### src/core/lane_steer_pkg.sv
// Package: encodings, carriers and constants for the byte-lane steering block
package lane_steer_pkg;

    // Remaining-size encodings driven on the size outputs
    localparam logic [1:0] SIZE_ONE = 2'h1;
    localparam logic [1:0] SIZE_TWO = 2'h2;
    localparam logic [1:0] SIZE_THREE = 2'h3;
    localparam logic [1:0] SIZE_FOUR = 2'h0;

    // Byte counts used by the sequencer
    localparam logic [2:0] BYTES_ZERO = 3'h0;
    localparam logic [2:0] BYTES_ONE = 3'h1;
    localparam logic [2:0] BYTES_TWO = 3'h2;
    localparam logic [2:0] BYTES_FOUR = 3'h4;

    // Reset values
    localparam logic [31:0] ADDR_RESET = 32'h0000_0000;
    localparam logic [31:0] DATA_RESET = 32'h0000_0000;

    typedef enum logic [1:0] {
        ST_IDLE = 2'b00,
        ST_CYCLE = 2'b01
    } state_t;

    // Transfer request from the core side
    typedef struct packed {
        logic [31:0] addr;
        logic [31:0] data;
        logic [2:0] bytes;
        logic write;
    } req_t;

    // Whole register state of the block
    typedef struct packed {
        state_t state;
        logic [31:0] addr;
        logic [31:0] operand;
        logic [2:0] remaining;
        logic write;
        logic [31:0] bus_data;
        logic bus_oe;
        logic cycle_active;
        logic [1:0] size;
        logic [31:0] rd_data;
        logic done;
        logic busy;
        logic ack_hi_s1;
        logic ack_lo_s1;
        logic ack_hi_s2;
        logic ack_lo_s2;
        logic [31:0] din_s1;
        logic [31:0] din_s2;
    } state_reg_t;

endpackage

### src/core/lane_steer.sv
// Byte-lane steering and dynamic bus sizing sequencer
`timescale 1ns/1ps
module lane_steer (
    input wire logic mclk_i,
    input wire logic sys_rst_i,
    input wire logic clk_en_i,
    input wire lane_steer_pkg::req_t req_i,
    input wire logic req_valid_i,
    input wire logic port_ack_hi_i,
    input wire logic port_ack_lo_i,
    input wire logic [31:0] data_in_i,
    output logic [31:0] data_out_o,
    output logic data_oe_o,
    output logic [31:0] addr_o,
    output logic remaining_size_hi_o,
    output logic remaining_size_lo_o,
    output logic cycle_active_o,
    output logic write_o,
    output logic [31:0] rd_data_o,
    output logic done_o,
    output logic busy_o
);

    lane_steer_pkg::state_reg_t q, d;

    // Size encoding of a remaining byte count
    function automatic logic [1:0] size_code(input logic [2:0] n);
        // Zero never gets here: an idle block refuses a zero count
        unique case (n)
            lane_steer_pkg::BYTES_ONE: size_code = lane_steer_pkg::SIZE_ONE;
            lane_steer_pkg::BYTES_TWO: size_code = lane_steer_pkg::SIZE_TWO;
            3'h3: size_code = lane_steer_pkg::SIZE_THREE;
            default: size_code = lane_steer_pkg::SIZE_FOUR;
        endcase
    endfunction

    // Write multiplexer; op[0] is the most significant operand byte
    function automatic logic [31:0] steer(input logic [31:0] opd, input logic [1:0] sz, input logic [1:0] off);
        logic [7:0] b0, b1, b2, b3;
        b0 = opd[31:24];
        b1 = opd[23:16];
        b2 = opd[15:8];
        b3 = opd[7:0];
        steer = {b0, b1, b2, b3};
        // Pattern per size and offset; some lanes carry a byte no port uses
        unique case (sz)
            lane_steer_pkg::SIZE_ONE: steer = {b3, b3, b3, b3};
            lane_steer_pkg::SIZE_TWO:
                steer = off[0] ? {b2, b2, b3, b2} : {b2, b3, b2, b3};
            lane_steer_pkg::SIZE_THREE:
                unique case (off)
                    2'h0: steer = {b1, b2, b3, b0}; // Low lane unused
                    2'h1: steer = {b1, b1, b2, b3};
                    2'h2: steer = {b1, b2, b1, b2};
                    default: steer = {b1, b1, b2, b1}; // Lane 1 unused
                endcase
            default:
                unique case (off)
                    2'h0: steer = {b0, b1, b2, b3};
                    2'h1: steer = {b0, b0, b1, b2};
                    2'h2: steer = {b0, b1, b0, b1};
                    default: steer = {b0, b0, b1, b0}; // Lane 1 unused
                endcase
        endcase
    endfunction

    // Bytes actually taken: port width limited by offset and remaining
    function automatic logic [2:0] taken(input logic hi, input logic lo, input logic [1:0] off, input logic [2:0] rem);
        logic [2:0] cap;
        // Default is the 8-bit port: one byte per cycle
        cap = 3'h1;
        if (hi && lo)
            cap = 3'(4 - off);
        else if (hi)
            cap = off[0] ? 3'h1 : 3'h2;
        taken = (cap < rem) ? cap : rem;
    endfunction

    // Lane, counted from the top, that holds read byte i for the answering port
    function automatic logic [1:0] rd_lane(input logic hi, input logic lo,
        input logic [1:0] off, input logic [2:0] i);
        if (hi && lo)
            rd_lane = 2'(off + i); // 32-bit port follows the offset
        else if (hi)
            rd_lane = 2'({1'b0, off[0]} + i); // 16-bit port on the top two lanes
        else
            rd_lane = 2'h0; // 8-bit port only has the top lane
    endfunction

    // Next-state logic
    // Acks are levels, not edges: the port must drop its ack after one cycle,
    // before the update, or the same ack is counted for the next cycle
    always_comb
    begin
        logic [2:0] n;
        logic [1:0] off;
        logic [31:0] lanes;
        logic [2:0] left;
        logic [1:0] lane;
        logic [1:0] dst;
        n = 3'h0;
        off = q.addr[1:0];
        lanes = q.din_s2;
        left = 3'h0;
        lane = 2'h0;
        dst = 2'h0;
        // Hold everything by default; only the fields below move
        d = q;
        d.done = 1'b0;
        // Two-flop synchronisers on pin inputs; read lanes ride with the acks so data lines up
        d.ack_hi_s1 = port_ack_hi_i;
        d.ack_lo_s1 = port_ack_lo_i;
        d.ack_hi_s2 = q.ack_hi_s1;
        d.ack_lo_s2 = q.ack_lo_s1;
        d.din_s1 = data_in_i;
        d.din_s2 = q.din_s1;
        unique case (q.state)
            lane_steer_pkg::ST_IDLE:
            begin
                // A zero count is refused; requests are only looked at while idle
                if (req_valid_i && req_i.bytes != lane_steer_pkg::BYTES_ZERO)
                begin
                    // Operand and count latched whole; the core may move on once busy is up
                    d.state = lane_steer_pkg::ST_CYCLE;
                    d.addr = req_i.addr;
                    d.operand = req_i.data;
                    d.remaining = req_i.bytes;
                    d.write = req_i.write;
                    d.size = size_code(req_i.bytes);
                    d.bus_data = steer(req_i.data, size_code(req_i.bytes), req_i.addr[1:0]);
                    d.bus_oe = req_i.write;
                    d.cycle_active = 1'b1;
                    d.busy = 1'b1;
                end
            end
            lane_steer_pkg::ST_CYCLE:
            begin
                // Both acks negated means wait states
                if (q.ack_hi_s2 || q.ack_lo_s2)
                begin
                    n = taken(q.ack_hi_s2, q.ack_lo_s2, off, q.remaining);
                    if (!q.write)
                    begin
                        // Narrow ports return data on the top lanes
                        for (int i = 0; i < 4; i++)
                        begin
                            if (i < n)
                            begin
                                lane = rd_lane(q.ack_hi_s2, q.ack_lo_s2, off, 3'(i));
                                // Bytes already fetched sit above this cycle's bytes
                                dst = 2'(4 - q.remaining + i);
                                d.rd_data[8 * (3 - dst) +: 8] = lanes[8 * (3 - lane) +: 8];
                            end
                        end
                    end
                    // Address and count move by what the port took
                    left = q.remaining - n;
                    d.addr = q.addr + 32'(n);
                    d.remaining = left;
                    if (left == lane_steer_pkg::BYTES_ZERO)
                    begin
                        // Last bytes gone: release the bus, pulse done for one cycle
                        d.state = lane_steer_pkg::ST_IDLE;
                        d.cycle_active = 1'b0;
                        d.bus_oe = 1'b0;
                        d.busy = 1'b0;
                        d.done = 1'b1;
                    end
                    else
                    begin
                        // Next cycle, e.g. 1010 after a 16-bit ack
                        d.size = size_code(left);
                        // Unsent bytes stay right-justified, so low bytes go high
                        d.bus_data = steer(q.operand, size_code(left), 2'(off + n[1:0]));
                    end
                end
            end
            default: d.state = lane_steer_pkg::ST_IDLE;
        endcase
    end

    // State register; clock enable freezes everything
    always_ff @(posedge mclk_i)
    begin
        if (sys_rst_i)
        begin
            // Reset wins over the clock enable
            q <= '0;
            q.state <= lane_steer_pkg::ST_IDLE;
            q.addr <= lane_steer_pkg::ADDR_RESET;
            q.bus_data <= lane_steer_pkg::DATA_RESET;
        end
        else if (clk_en_i)
            q <= d;
    end

    // Outputs straight from the state flops, so pins never see a glitch
    assign data_out_o = q.bus_data;
    assign data_oe_o = q.bus_oe;
    assign addr_o = q.addr;
    assign remaining_size_hi_o = q.size[1];
    assign remaining_size_lo_o = q.size[0];
    assign cycle_active_o = q.cycle_active;
    assign write_o = q.write;
    assign rd_data_o = q.rd_data;
    assign done_o = q.done;
    assign busy_o = q.busy;

endmodule

### config.mk
export PLATFORM = sky130hd
export DESIGN_NAME = lane_steer
export DESIGN_NICKNAME = d
export VERILOG_FILES = /design/src/core/lane_steer_pkg.sv /design/src/core/lane_steer.sv
export SDC_FILE = /design/constraint.sdc
export NUM_CORES = 1
export LEC_CHECK = 0
export ABC_AREA = 1
export BUFFER_PORTS_ARGS = -buffer_cell sky130_fd_sc_hd__buf_2
export CAP_MARGIN = 20
export CORE_UTILIZATION = 41
export DETAILED_ROUTE_END_ITERATION = 8
export GPL_TIMING_DRIVEN = 0
export SLEW_MARGIN = 20
export SYNTH_ARGS = -nofsm -noshare
export SYNTH_HDL_FRONTEND = slang
export SYNTH_SLANG_ARGS = --single-unit
### constraint.sdc
create_clock -name mclk_i -period 5.3 [get_ports mclk_i]
set_clock_uncertainty 0.05 [all_clocks]
set_input_delay 0.795 -clock mclk_i [delete_from_list [all_inputs] [get_ports mclk_i]]
set_output_delay 0.795 -clock mclk_i [all_outputs]
set_load 0.005 [all_outputs]
### Yosys cells after proc, flatten, opt, wreduce, memory -nomap -nowiden

Index checks and enable logic that the tools add are counted.

| operators by class | value |
|---|---|
| add/sub/neg operators | 26 |
| $lt $le $gt $ge | 5 |
| equal/unequal tests | 21 |
| shift-type cells | 12 |
| mux-type cells | 77 |
| bitwise gates (word level) | 1 |
| reduce and logical (&&, ||, !) cells | 15 |

Operators with widths:

| cell | number |
|---|---|
| $mux 32 | 15 |
| $pmux 24 s3 | 4 |
| $pmux 32 s3 | 2 |
| $neg 32->34 | 4 |
| $shift 8x34->32 const A | 4 |
| $shiftx 8x34->32 | 4 |
| $shiftx 32x33->8 | 4 |
| $bwmux 32 | 4 |
| $mux 106 | 1 |
| $pmux 36 s2 | 1 |
| $mux 70 | 1 |
| $mux 2 | 32 |
| $pmux 32 s2 | 1 |
| $mux 24 | 2 |
| $mux 34 | 1 |
| $add 32x3->32 | 1 |
| $sub 2x2->3 const A | 8 |
| $mux 3 | 5 |
| $eq 2x2->1 const B | 6 |
| $eq 3x2->1 const B | 4 |
| $pmux 2 s3 | 2 |
| $reduce_and 4->1 | 3 |
| $eq 2x1->1 const B | 5 |
| $reduce_and 5->1 | 2 |
| other kinds (25) | 41 |

| storage, ports and cells | value |
|---|---|
| flip-flop bits (word level) | 208 |
| bits of input ports | 106 |
| output and inout port bits | 103 |
| word-level logic and storage cells | 175 |

### Depth between registers and ports, before layout

Gate-level depths: netlist of the first run.

| depth | value |
|---|---|
| depth after elaboration | 35 |
| gate-level depth with buffers | 30 |
| depth with buffers taken out | 29 |

### Worst setup path after synthesis of the first run

No wires, ideal clock.

| timing path | value |
|---|---|
| kind | register to register |
| from | register q (netlist bit addr_o[1]) |
| to | register q (netlist bit data_out_o[10]) |
| setup time | 0.116 ns |
| arrival | 3.507 ns |
| path slack | 1.627 ns |
| cell stages (with the launch flop) | 27 |
| path buffers | 1 |
| clock period less this slack | 3.673 ns |
| path through | dfxtp_1 > inv_1 > ha_1 > inv_1 > nand2_2 > nand2_2 > inv_1 > ha_1 > nand2_1 > inv_1 > nand2_1 > nand2_1 > nand2_1 > nand2_2 > inv_1 > ha_1 > fa_1 > nor2_2 > inv_1 > nand2_1 > buf_2 > o21ai_0 > a21o_1 > o21ai_0 > nand3_1 > o211ai_1 > inv_1 |

| between the ends | value |
|---|---|
| word-level cells in the longest chain between the ends | 17 |
| elaborated cells between the ends (all ways) | 31 |
| classes of those cells | add/sub (3); order compare (1); eq/ne (9); mux (15); reduce/logical (3) |

Ends and longest elaborated chain:

| item | line | source |
|---|---|---|
| start, declared | lane_steer.sv:24 | `lane_steer_pkg::state_reg_t q, d;` |
| $sub 3x2->3 | lane_steer.sv:73 | `cap = 3'(4 - off);` |
| $mux 3 | lane_steer.sv:72 | `if (hi && lo)` |
| $mux 3 | lane_steer.sv:139 | `if (q.ack_hi_s2 \|\| q.ack_lo_s2)` |
| $mux 3 | lane_steer.sv:117 | `unique case (q.state)` |
| $lt 3x3->1 | lane_steer.sv:76 | `taken = (cap < rem) ? cap : rem;` |
| $mux 3 | lane_steer.sv:76 |  |
| $sub 3x3->3 | lane_steer.sv:157 | `left = q.remaining - n;` |
| $eq 3x2->1 / $eq 3x1->1 (equally long branches) | lane_steer.sv:29 | `unique case (n)` |
| $pmux 2 s3 | lane_steer.sv:29 |  |
| $mux 2 | - |  |
| $mux 2 | lane_steer.sv:139 |  |
| $mux 2 | lane_steer.sv:117 |  |
| $eq 2x2->1 / $eq 2x1->1 (equally long branches) | lane_steer.sv:46 | `unique case (sz)` |
| $pmux 32 s3 | lane_steer.sv:46 |  |
| $mux 32 | lane_steer.sv:160 | `if (left == lane_steer_pkg::BYTES_ZERO)` |
| $mux 70 | lane_steer.sv:139 |  |
| $pmux 36 s2 | lane_steer.sv:117 |  |

Several ways; a longest one is shown, not always the timed one. The select of a mux whose other input is x is not followed.
A chain may end at the register's enable or synchronous reset.

### Worst setup path in the final report of the first run

| timing path | value |
|---|---|
| from | register q (netlist bit addr_o[0]) |
| to | register q (netlist bit data_out_o[5]) |

| between the ends | value |
|---|---|
| word-level cells in the longest chain between the ends | 18 |
| elaborated cells between the ends (all ways) | 33 |
| classes of those cells | add/sub (3); order compare (1); eq/ne (9); mux (17); reduce/logical (3) |

Ends and longest elaborated chain:

| item |
|---|
| branches (longest 18 deep; another with $sub 3x2->3) |

Parallel ways; which one is timed is not known. The select of a mux whose other input is x is not followed.

==> results of run 1 <==
==> sequential cells by signal, summed over array words and instances (netlist names), 32 cells and up <==
register	cells
addr_o	32
d	34
data_out_o	32
q	70
rd_data_o	32
==> synthesized netlist by cell type, types with 17 or more instances <==
cell type,count
nand2_1,658
a21oi_1,273
o21ai_0,271
nor2_1,241
dfxtp_1,207
inv_1,195
nand3_1,153
clkbuf_1,103
buf_4,98
o211ai_1,51
buf_2,33
clkinv_1,29
a31oi_1,26
inv_2,25
o221ai_1,20
nand4_1,18
ha_1,17
==> worst max-delay path by stage <==
stage	start	end	slack (ns)
finish	addr_o[0]	data_out_o[5]	0.23
global route	addr_o[0]	data_out_o[10]	0.03
CTS	addr_o[1]	data_out_o[22]	0.12
detailed placement	addr_o[1]	data_out_o[22]	0.17
global placement	addr_o[1]	data_out_o[22]	0.15
floorplan	addr_o[1]	data_out_o[10]	1.63
==> layout by cell type (no fill, tap or decap), types with 9 or more instances in the layout <==
cell	n
inv_2	26
o221ai_1	20
nor3_1	15
o211ai_1	51
a21oi_1	273
clkinv_1	29
xor2_1	9
ha_1	17
a31oi_1	26
dfxtp_1	206
or2_2	11
o21ai_0	270
buf_2	237
nand3_1	153
o22ai_1	16
o2111ai_1	10
nor2_1	241
a221oi_1	9
and3_1	9
clkbuf_1	104
buf_4	98
a211oi_1	9
nand4_1	18
clkbuf_16	27
nand2_1	658
inv_1	194
==> area by class of cell <==
class | instances | area [sq um] | share of cell area (%)
inverter | 253 | 960 | 5.26
clock buffer | 32 | 714 | 3.91
buffer | 240 | 1330 | 7.27
sequential | 207 | 4150 | 22.7
clock inverter | 11 | 110 | 0.603
timing repair buffer | 204 | 1020 | 5.59
multi-input combinational | 1906 | 9330 | 51.1
tap | 511 | 639 | 3.50
==> per-layer routing <==
| metal | track usage, % | wire, um |
|---|---|---|
| met3 | 4.82 | 5300 |
| met4 | 16.7 | 3450 |
| met5 | 0 | 0 |
| met1 | 45.6 | 29700 |
| met2 | 57.4 | 31300 |
==> cells by family after synthesis <==
logic type	Yosys count	share of synthesized area (%)
AOI/OAI and AO/OA	724	25.8
adders and majority gates	19	1.60
and+or+nand+nor	1151	31.1
DFF	207	26.3
xor gates and xnor gates	12	0.667
buffers and inverters	493	14.5
==> stage by stage <==
stage / setup slack (ns) / total power, W
global placement: 0.145 / 0.00387
detailed placement: 0.174 / 0.00386
finish: 0.226 / 0.00567
global route: 0.0318 / 0.00594
floorplan: 1.63 / 0.00313
CTS: 0.120 / 0.00562
==> report_power, final <==
group	internal [W]	switching (W)	total, W	leakage, nW
clock network	0.00104	0.000715	0.00176	0.407
registers	0.00166	0.0000972	0.00176	1.70
logic	0.000623	0.00153	0.00215	6.37
==> critical path, cell delays in order (launching register included) <==
cell       delay, ns
dfxtp_1         0.53
inv_2           0.11
ha_1            0.30
inv_1           0.07
nand2_2         0.10
nand2_2         0.11
inv_1           0.05
ha_1            0.26
nand2_1         0.05
inv_1           0.05
nand2_1         0.09
nand2_1         0.09
nand2_1         0.06
nand2_2         0.13
inv_1           0.08
ha_1            0.21
fa_1            0.52
nor2_2          0.24
nand2_1         0.36
inv_2           0.28
buf_2           0.33
o2111ai_1       0.19
nand3_1         0.13
o211ai_1        0.18
nand3_1         0.29
nand2_1         0.08
inv_1           0.06
==> repair_timing <==
item,4_1_cts,5_1_grt
resized for setup,0,8
endpoints found under the setup margin,0,8
hold buffers,0,0
==> run_results.csv, run 1 <==
group,metric,value,unit
outcome,status,"completed",
clock_tree,numCtsBuffers,26,
die,die_area,39200,sq um
hold_path,min_from,"data_in_i[19]",
logic_synthesis,yosysWarnings,0,
die,fp.dieH,198,um
logic_synthesis,synth.largest_area_cell,"dfxtp_1",
layout,finalInstanceArea,18200,sq um
timing,drv_slew,0,
setup_path,r2r-end,"data_out_o[5]",
logic_synthesis,synth_edf_count,0,
logic_synthesis,synth-seq-area-share,26.3,%
logic_synthesis,synth_top_cell_area_share,26.3,%
place,placed_cell_area,17400,sq um
setup_path,r2r.worst_path.cells,26,
power,p_leak,8.48,nW
hold_path,whs_path_depth,3,
layout,layout-drive-gt1-share,16.3,%
global_route,antenna_found_initial,1,
die,ios,209,
logic_synthesis,async_flop_share,0,%
clock_tree,post-cts-setup-buffers,0,
timing,setup_viol,0,
setup_path,worst_ep_arrival_time,5.52,ns
layout,nNetsFinal,2963,
routing,vias,18958,
die,coreArea,37800,sq um
logic_synthesis,synth_cell_types,54,
timing,min_period,5.07,ns
clock_tree,cts_tree,"yes",
setup_path,worst_setup_path_start_kind,"flip-flop",
setup_path,reg2reg_from,"addr_o[0]",
logic_synthesis,synth_flop_cell,"dfxtp_1",
logic_synthesis,synth_area,15800,sq um
flow_run,drv_cap,0,
die,start_util,41.7,%
hold_path,min_to,"d[19]",
global_route,grt_max_degree,13,
logic_synthesis,synth_nets,2731,
place,place_inst,3321,
routing,firstDrtPassIters,7,
timing,fmax,197,MHz
global_route,grt_pass1_vias,17512,
timing,hold_violations,0,
routing,viasPerCell,5.64,
clock_tree,clk_pin_slew,0.06,ns
layout,instances_no_fill,3364,
logic_synthesis,ys_seq_elements,207,
layout,fillerInstances,4091,
clock_tree,clockRootBuffer,"clkbuf_16",
timing,max-slew-margin-rel,41.0,%
routing,drc,0,
clock_tree,cts_num_sinks,207,
setup_path,r2r_slack,0.23,ns
logic_synthesis,avgSynthCellArea,6.05,sq um
logic_synthesis,netlist_instances,2606,
timing,worstMarginPinSlew,0.885,ns
clock_tree,cts_htree_levels,1,
timing,rsz0062_at_grt,"false",
global_route,overflow,0,
setup_path,path_max_fanout,10,
die,placementRows,71,
clock_tree,cts.path.max_buffers,3,
global_route,grt_pass1_wl,105000,um
layout,fin_util,48.3,%
routing,drt_wl_total,69800,um
layout,area_delta_synth_final,15.8,%
timing,hold_slack,0.409,ns
layout,antennaDiodeCount,0,
routing,drtAntennaViolNets,0,
setup_path,required,5.75,ns
global_route,grt_usage,35.2,%
setup_path,crit_path_end_kind,"flip-flop",
routing,avgRoutedWirePerCell,20.7,um
die,die_w,198,um
power,power_density,311,nW/um^2
place,port-buffer-count,204,
place,gp_congestion,1.04,
timing,tns,0,ns
clock_tree,clkLatencyLatePin,0.56,ns
hold_path,hold_path.class,"in -> reg",
routing,first_iter_violations,1925,
place,place_hpwl,54100,um
setup_path,critPathKind,"reg -> reg",
timing,post-route-period-util,95.7,%
power,vdd_ir_drop_max,0.239,mV
logic_synthesis,synth.area.top_cells,"dfxtp_1 (26%), nand2_1 (16%), a21oi_1 (8.7%), o21ai_0 (8.6%), nor2_1 (5.7%)",
Power figures use the tool's default switching activity.
==> run 2: changes to the inputs <==
--- a/config.mk
+++ b/config.mk
@@ -5,7 +5,6 @@
 export SDC_FILE = /design/constraint.sdc
 export NUM_CORES = 1
 export LEC_CHECK = 0
-export ABC_AREA = 1
 export BUFFER_PORTS_ARGS = -buffer_cell sky130_fd_sc_hd__buf_2
 export CAP_MARGIN = 20
 export CORE_UTILIZATION = 41
==> run 2 against run 1 <==
Effect of this change:
- maximum frequency fell by 0.16%
- synthesized area barely moved
- routed wire length decreased by 8.8%
- final area is 1.7% higher
- first-iteration DRC count down 5.6%
- utilization grew 0.82 points
- setup slack lost 0.0083 ns
- non-clock buffer count rose by 35
- register-to-register slack is essentially flat
- combinational power is 25% lower
- critical path type unchanged
==> run_results.csv, run 2 <==
group,metric,value,unit
setup_path,cp-endpoint,"data_out_o[27]",
logic_synthesis,synth-xor-area-share,0.278,%
logic_synthesis,synth_edf_count,0,
logic_synthesis,synth-simple-area-share,20.4,%
logic_synthesis,netlist_instances,2007,
setup_path,r2r_slack,0.22,ns
setup_path,worst_ep_arrival_time,5.41,ns
logic_synthesis,synth_compound_area_share,28.2,%
layout,antennaDiodeCount,0,
layout,area_delta_synth_final,17.8,%
outcome,status,"completed",
timing,fmax,197,MHz
logic_synthesis,ys_top_cells_by_count,"dfxtp_1 (207), nand2_1 (195), nor2_1 (181)",
logic_synthesis,synth_cell_types,83,
setup_path,crit_path_end_kind,"flip-flop",
place,port-buffer-count,203,
setup_path,path_buf_inv,6,
timing,post-route-period-util,95.9,%
layout,nNetsFinal,2376,
power,p_leak,7.35,nW
die,die_area,39200,sq um
logic_synthesis,synthAdderAreaFrac,1.60,%
die,coreArea,37800,sq um
global_route,grt_usage,31.6,%
routing,avgRoutedWirePerCell,22.9,um
global_route,overflow,0,
layout,final_cell_mix,"buf_2 (237), dfxtp_1 (207), nand2_1 (194), nor2_1 (181), a21oi_1 (117)",
setup_path,crit_cells,18,
global_route,grt_pass1_vias,15907,
routing,drt_wl_total,63700,um
hold_path,hold_path.class,"in -> reg",
timing,worstMarginPinSlew,1.14,ns
routing,firstDrtPassIters,6,
timing,drv_slew,0,
die,start_util,41.7,%
setup_path,r2r.worst_path.cells,18,
logic_synthesis,yosysWarnings,0,
setup_path,critPathKind,"reg -> reg",
setup_path,cp_top_family,"adder cells",
clock_tree,clockRootBuffer,"clkbuf_16",
logic_synthesis,synth_flop_cell,"dfxtp_1",
die,fp.dieH,198,um
clock_tree,cts_num_sinks,207,
flow_run,drv_cap,0,
die,placementRows,71,
routing,drtAntennaViolNets,0,
place,place_hpwl,48300,um
timing,setup_viol,0,
logic_synthesis,ys_seq_elements,207,
power,vdd_ir_drop_max,0.224,mV
setup_path,crit_start,"addr_o[0]",
layout,largest_reg_flops,70,
logic_synthesis,synth.area.top_cells,"dfxtp_1 (26%), mux2i_1 (7.3%), buf_4 (4.8%), nand2_1 (4.6%), nor2_1 (4.3%)",
setup_path,critPathMaxStageDelay,0.60,ns
logic_synthesis,synth.largest_area_cell,"dfxtp_1",
setup_path,cpMaxStageDelayCell,"fa_2",
power,power_density,281,nW/um^2
clock_tree,cts_hold_buf,0,
die,die_w,198,um
setup_path,worstPathCellList,"buf_6, inv_1, ha_1, and2_1, o21a_1, ha_1, nor3_2, o32ai_4, inv_2, buf_6, ha_1, fa_2, clkbuf_2, clkbuf_4, mux2_2, o22a_1, o221ai_1, a311oi_1",
logic_synthesis,async_flop_share,0,%
logic_synthesis,synth_area,15800,sq um
setup_path,worst_setup_path_start_kind,"flip-flop",
layout,top_register,"q",
clock_tree,cts_htree_levels,1,
place,gp_congestion,1.01,
routing,drc,0,
logic_synthesis,synth_nets,2132,
clock_tree,clk_pin_slew,0.06,ns
logic_synthesis,synth.most_common_cell,"dfxtp_1",
timing,tns,0,ns
routing,first_iter_violations,1817,
clock_tree,clkLatencyLatePin,0.55,ns
clock_tree,numCtsBuffers,24,
routing,viasPerCell,6.16,
setup_path,r2r-end,"data_out_o[27]",
timing,rsz0062_at_grt,"false",
timing,hold_violations,0,
global_route,antenna_found_initial,0,
setup_path,path_max_fanout,20,
logic_synthesis,avgSynthCellArea,7.85,sq um
global_route,grt_pass1_wl,96200,um
logic_synthesis,synth_top_family_by_area,"compound AO/OA/AOI/OAI gates",
timing,hold_slack,0.423,ns
routing,vias,17133,
layout,fillerInstances,3807,
timing,min_period,5.08,ns
logic_synthesis,synth_top_cell_area_share,26.3,%
die,ios,209,
clock_tree,cts.path.max_buffers,3,
layout,layout-drive-gt1-share,22.2,%
logic_synthesis,muxShareOfSynthArea,13.2,%
global_route,grt_max_degree,21,
timing,max-slew-margin-rel,23.5,%
logic_synthesis,synth-seq-area-share,26.3,%
setup_path,critPathMostFrequentCell,"ha_1",
clock_tree,cts_tree,"yes",
layout,final_common_cell,"buf_2",
setup_path,required,5.63,ns
setup_path,reg2reg_from,"addr_o[0]",
[run 2: changes by cell type in the layout (fill, tap and decap cells not counted), moves of 60 or more]
cell	change
nand3_1	-72
inv_1	-152
nor2_1	-60
o21ai_0	-181
mux2i_1	+114
nand2_1	-464
a21oi_1	-156
[run 2: worst min path at each step]
stage / slack [ns] / endpoint / depth (start not counted) / start
global route: 0.43 / addr_o[7] / 3 / req_i[43]
floorplan: 0.41 / d[0] / 2 / d[0]
finish: 0.42 / d[14] / 3 / data_in_i[14]
CTS: 0.41 / d[20] / 3 / data_in_i[20]
detailed placement: 0.43 / data_out_o[20] / 2 / data_out_o[20]
global placement: 0.43 / q[31] / 2 / d[31]
[run 2: area by class of cell]
type                    instances  area (sq um)  share of cell area [%]
multi-input cells            1494         10100                    54.6
repair buffers                221          1130                    6.08
clock inverters                13           233                    1.25
clock buffers                  31           657                    3.54
inverters                      45           169                   0.910
well taps                     511           639                    3.45
plain buffers                 258          1450                    7.83
flip-flops and latches        207          4140                    22.3
[run 2: metal layers]
metal	global-route usage (%)	up-vias	part of all wire [%]	wire length [um]
li1	-	7909	-	-
met4	11.9	0	3.4	2160
met5	0	-	0	0
met2	51.2	913	45	28900
met3	3.46	131	8.3	5290
met1	43.2	8180	43	27300
[run 2: per-stage QoR]
| stage | power, W | cell area [sq um] | instances | utilization (%) | worst slack (ns) |
|---|---|---|---|---|---|
| finish | 0.00522 | 18600 | 2780 | 49.2 | 0.218 |
| global route | 0.00541 | 18600 | 2780 | 49.2 | 0.0314 |
| CTS | 0.00515 | 18400 | 2776 | 48.8 | 0.0119 |
| detailed placement | 0.00325 | 17500 | 2734 | 46.3 | -1.24 |
| global placement | 0.00324 | 17400 | 2721 | 46.1 | -1.25 |
| floorplan | 0.00271 | 15800 | 2007 | - | 0.497 |
[run 2: logic make-up (layout without fill, tap and decap cells)]
kind of cell    after synthesis  in the layout
compound gates              622            622
mux                         168            168
buf+inv                     306            568
simple gates                680            680
flops                       207            207
xor+xnor                      5              5
fa+ha+maj                    19             19
[run 2: where the power goes]
group | internal [W] | switching [W] | total (W)
registers | 0.00163 | 0.0000880 | 0.00172
clock network | 0.00117 | 0.000725 | 0.00189
logic | 0.000568 | 0.00104 | 0.00161
total | 0.00337 | 0.00185 | 0.00522
[run 2: tightest hold or removal path: cells and delay by family]
family                 cells  cell delay, ns
AND/OR/NAND/NOR            1            0.07
buffers and inverters      1            0.08
multiplexers               1            0.05
[run 2: what timing repair did]
action | CTS | global route
setup buffers | 0 | 5
gates resized for setup | 15 | 53
endpoints found under the setup margin | 40 | 35
pin swaps | 0 | 5
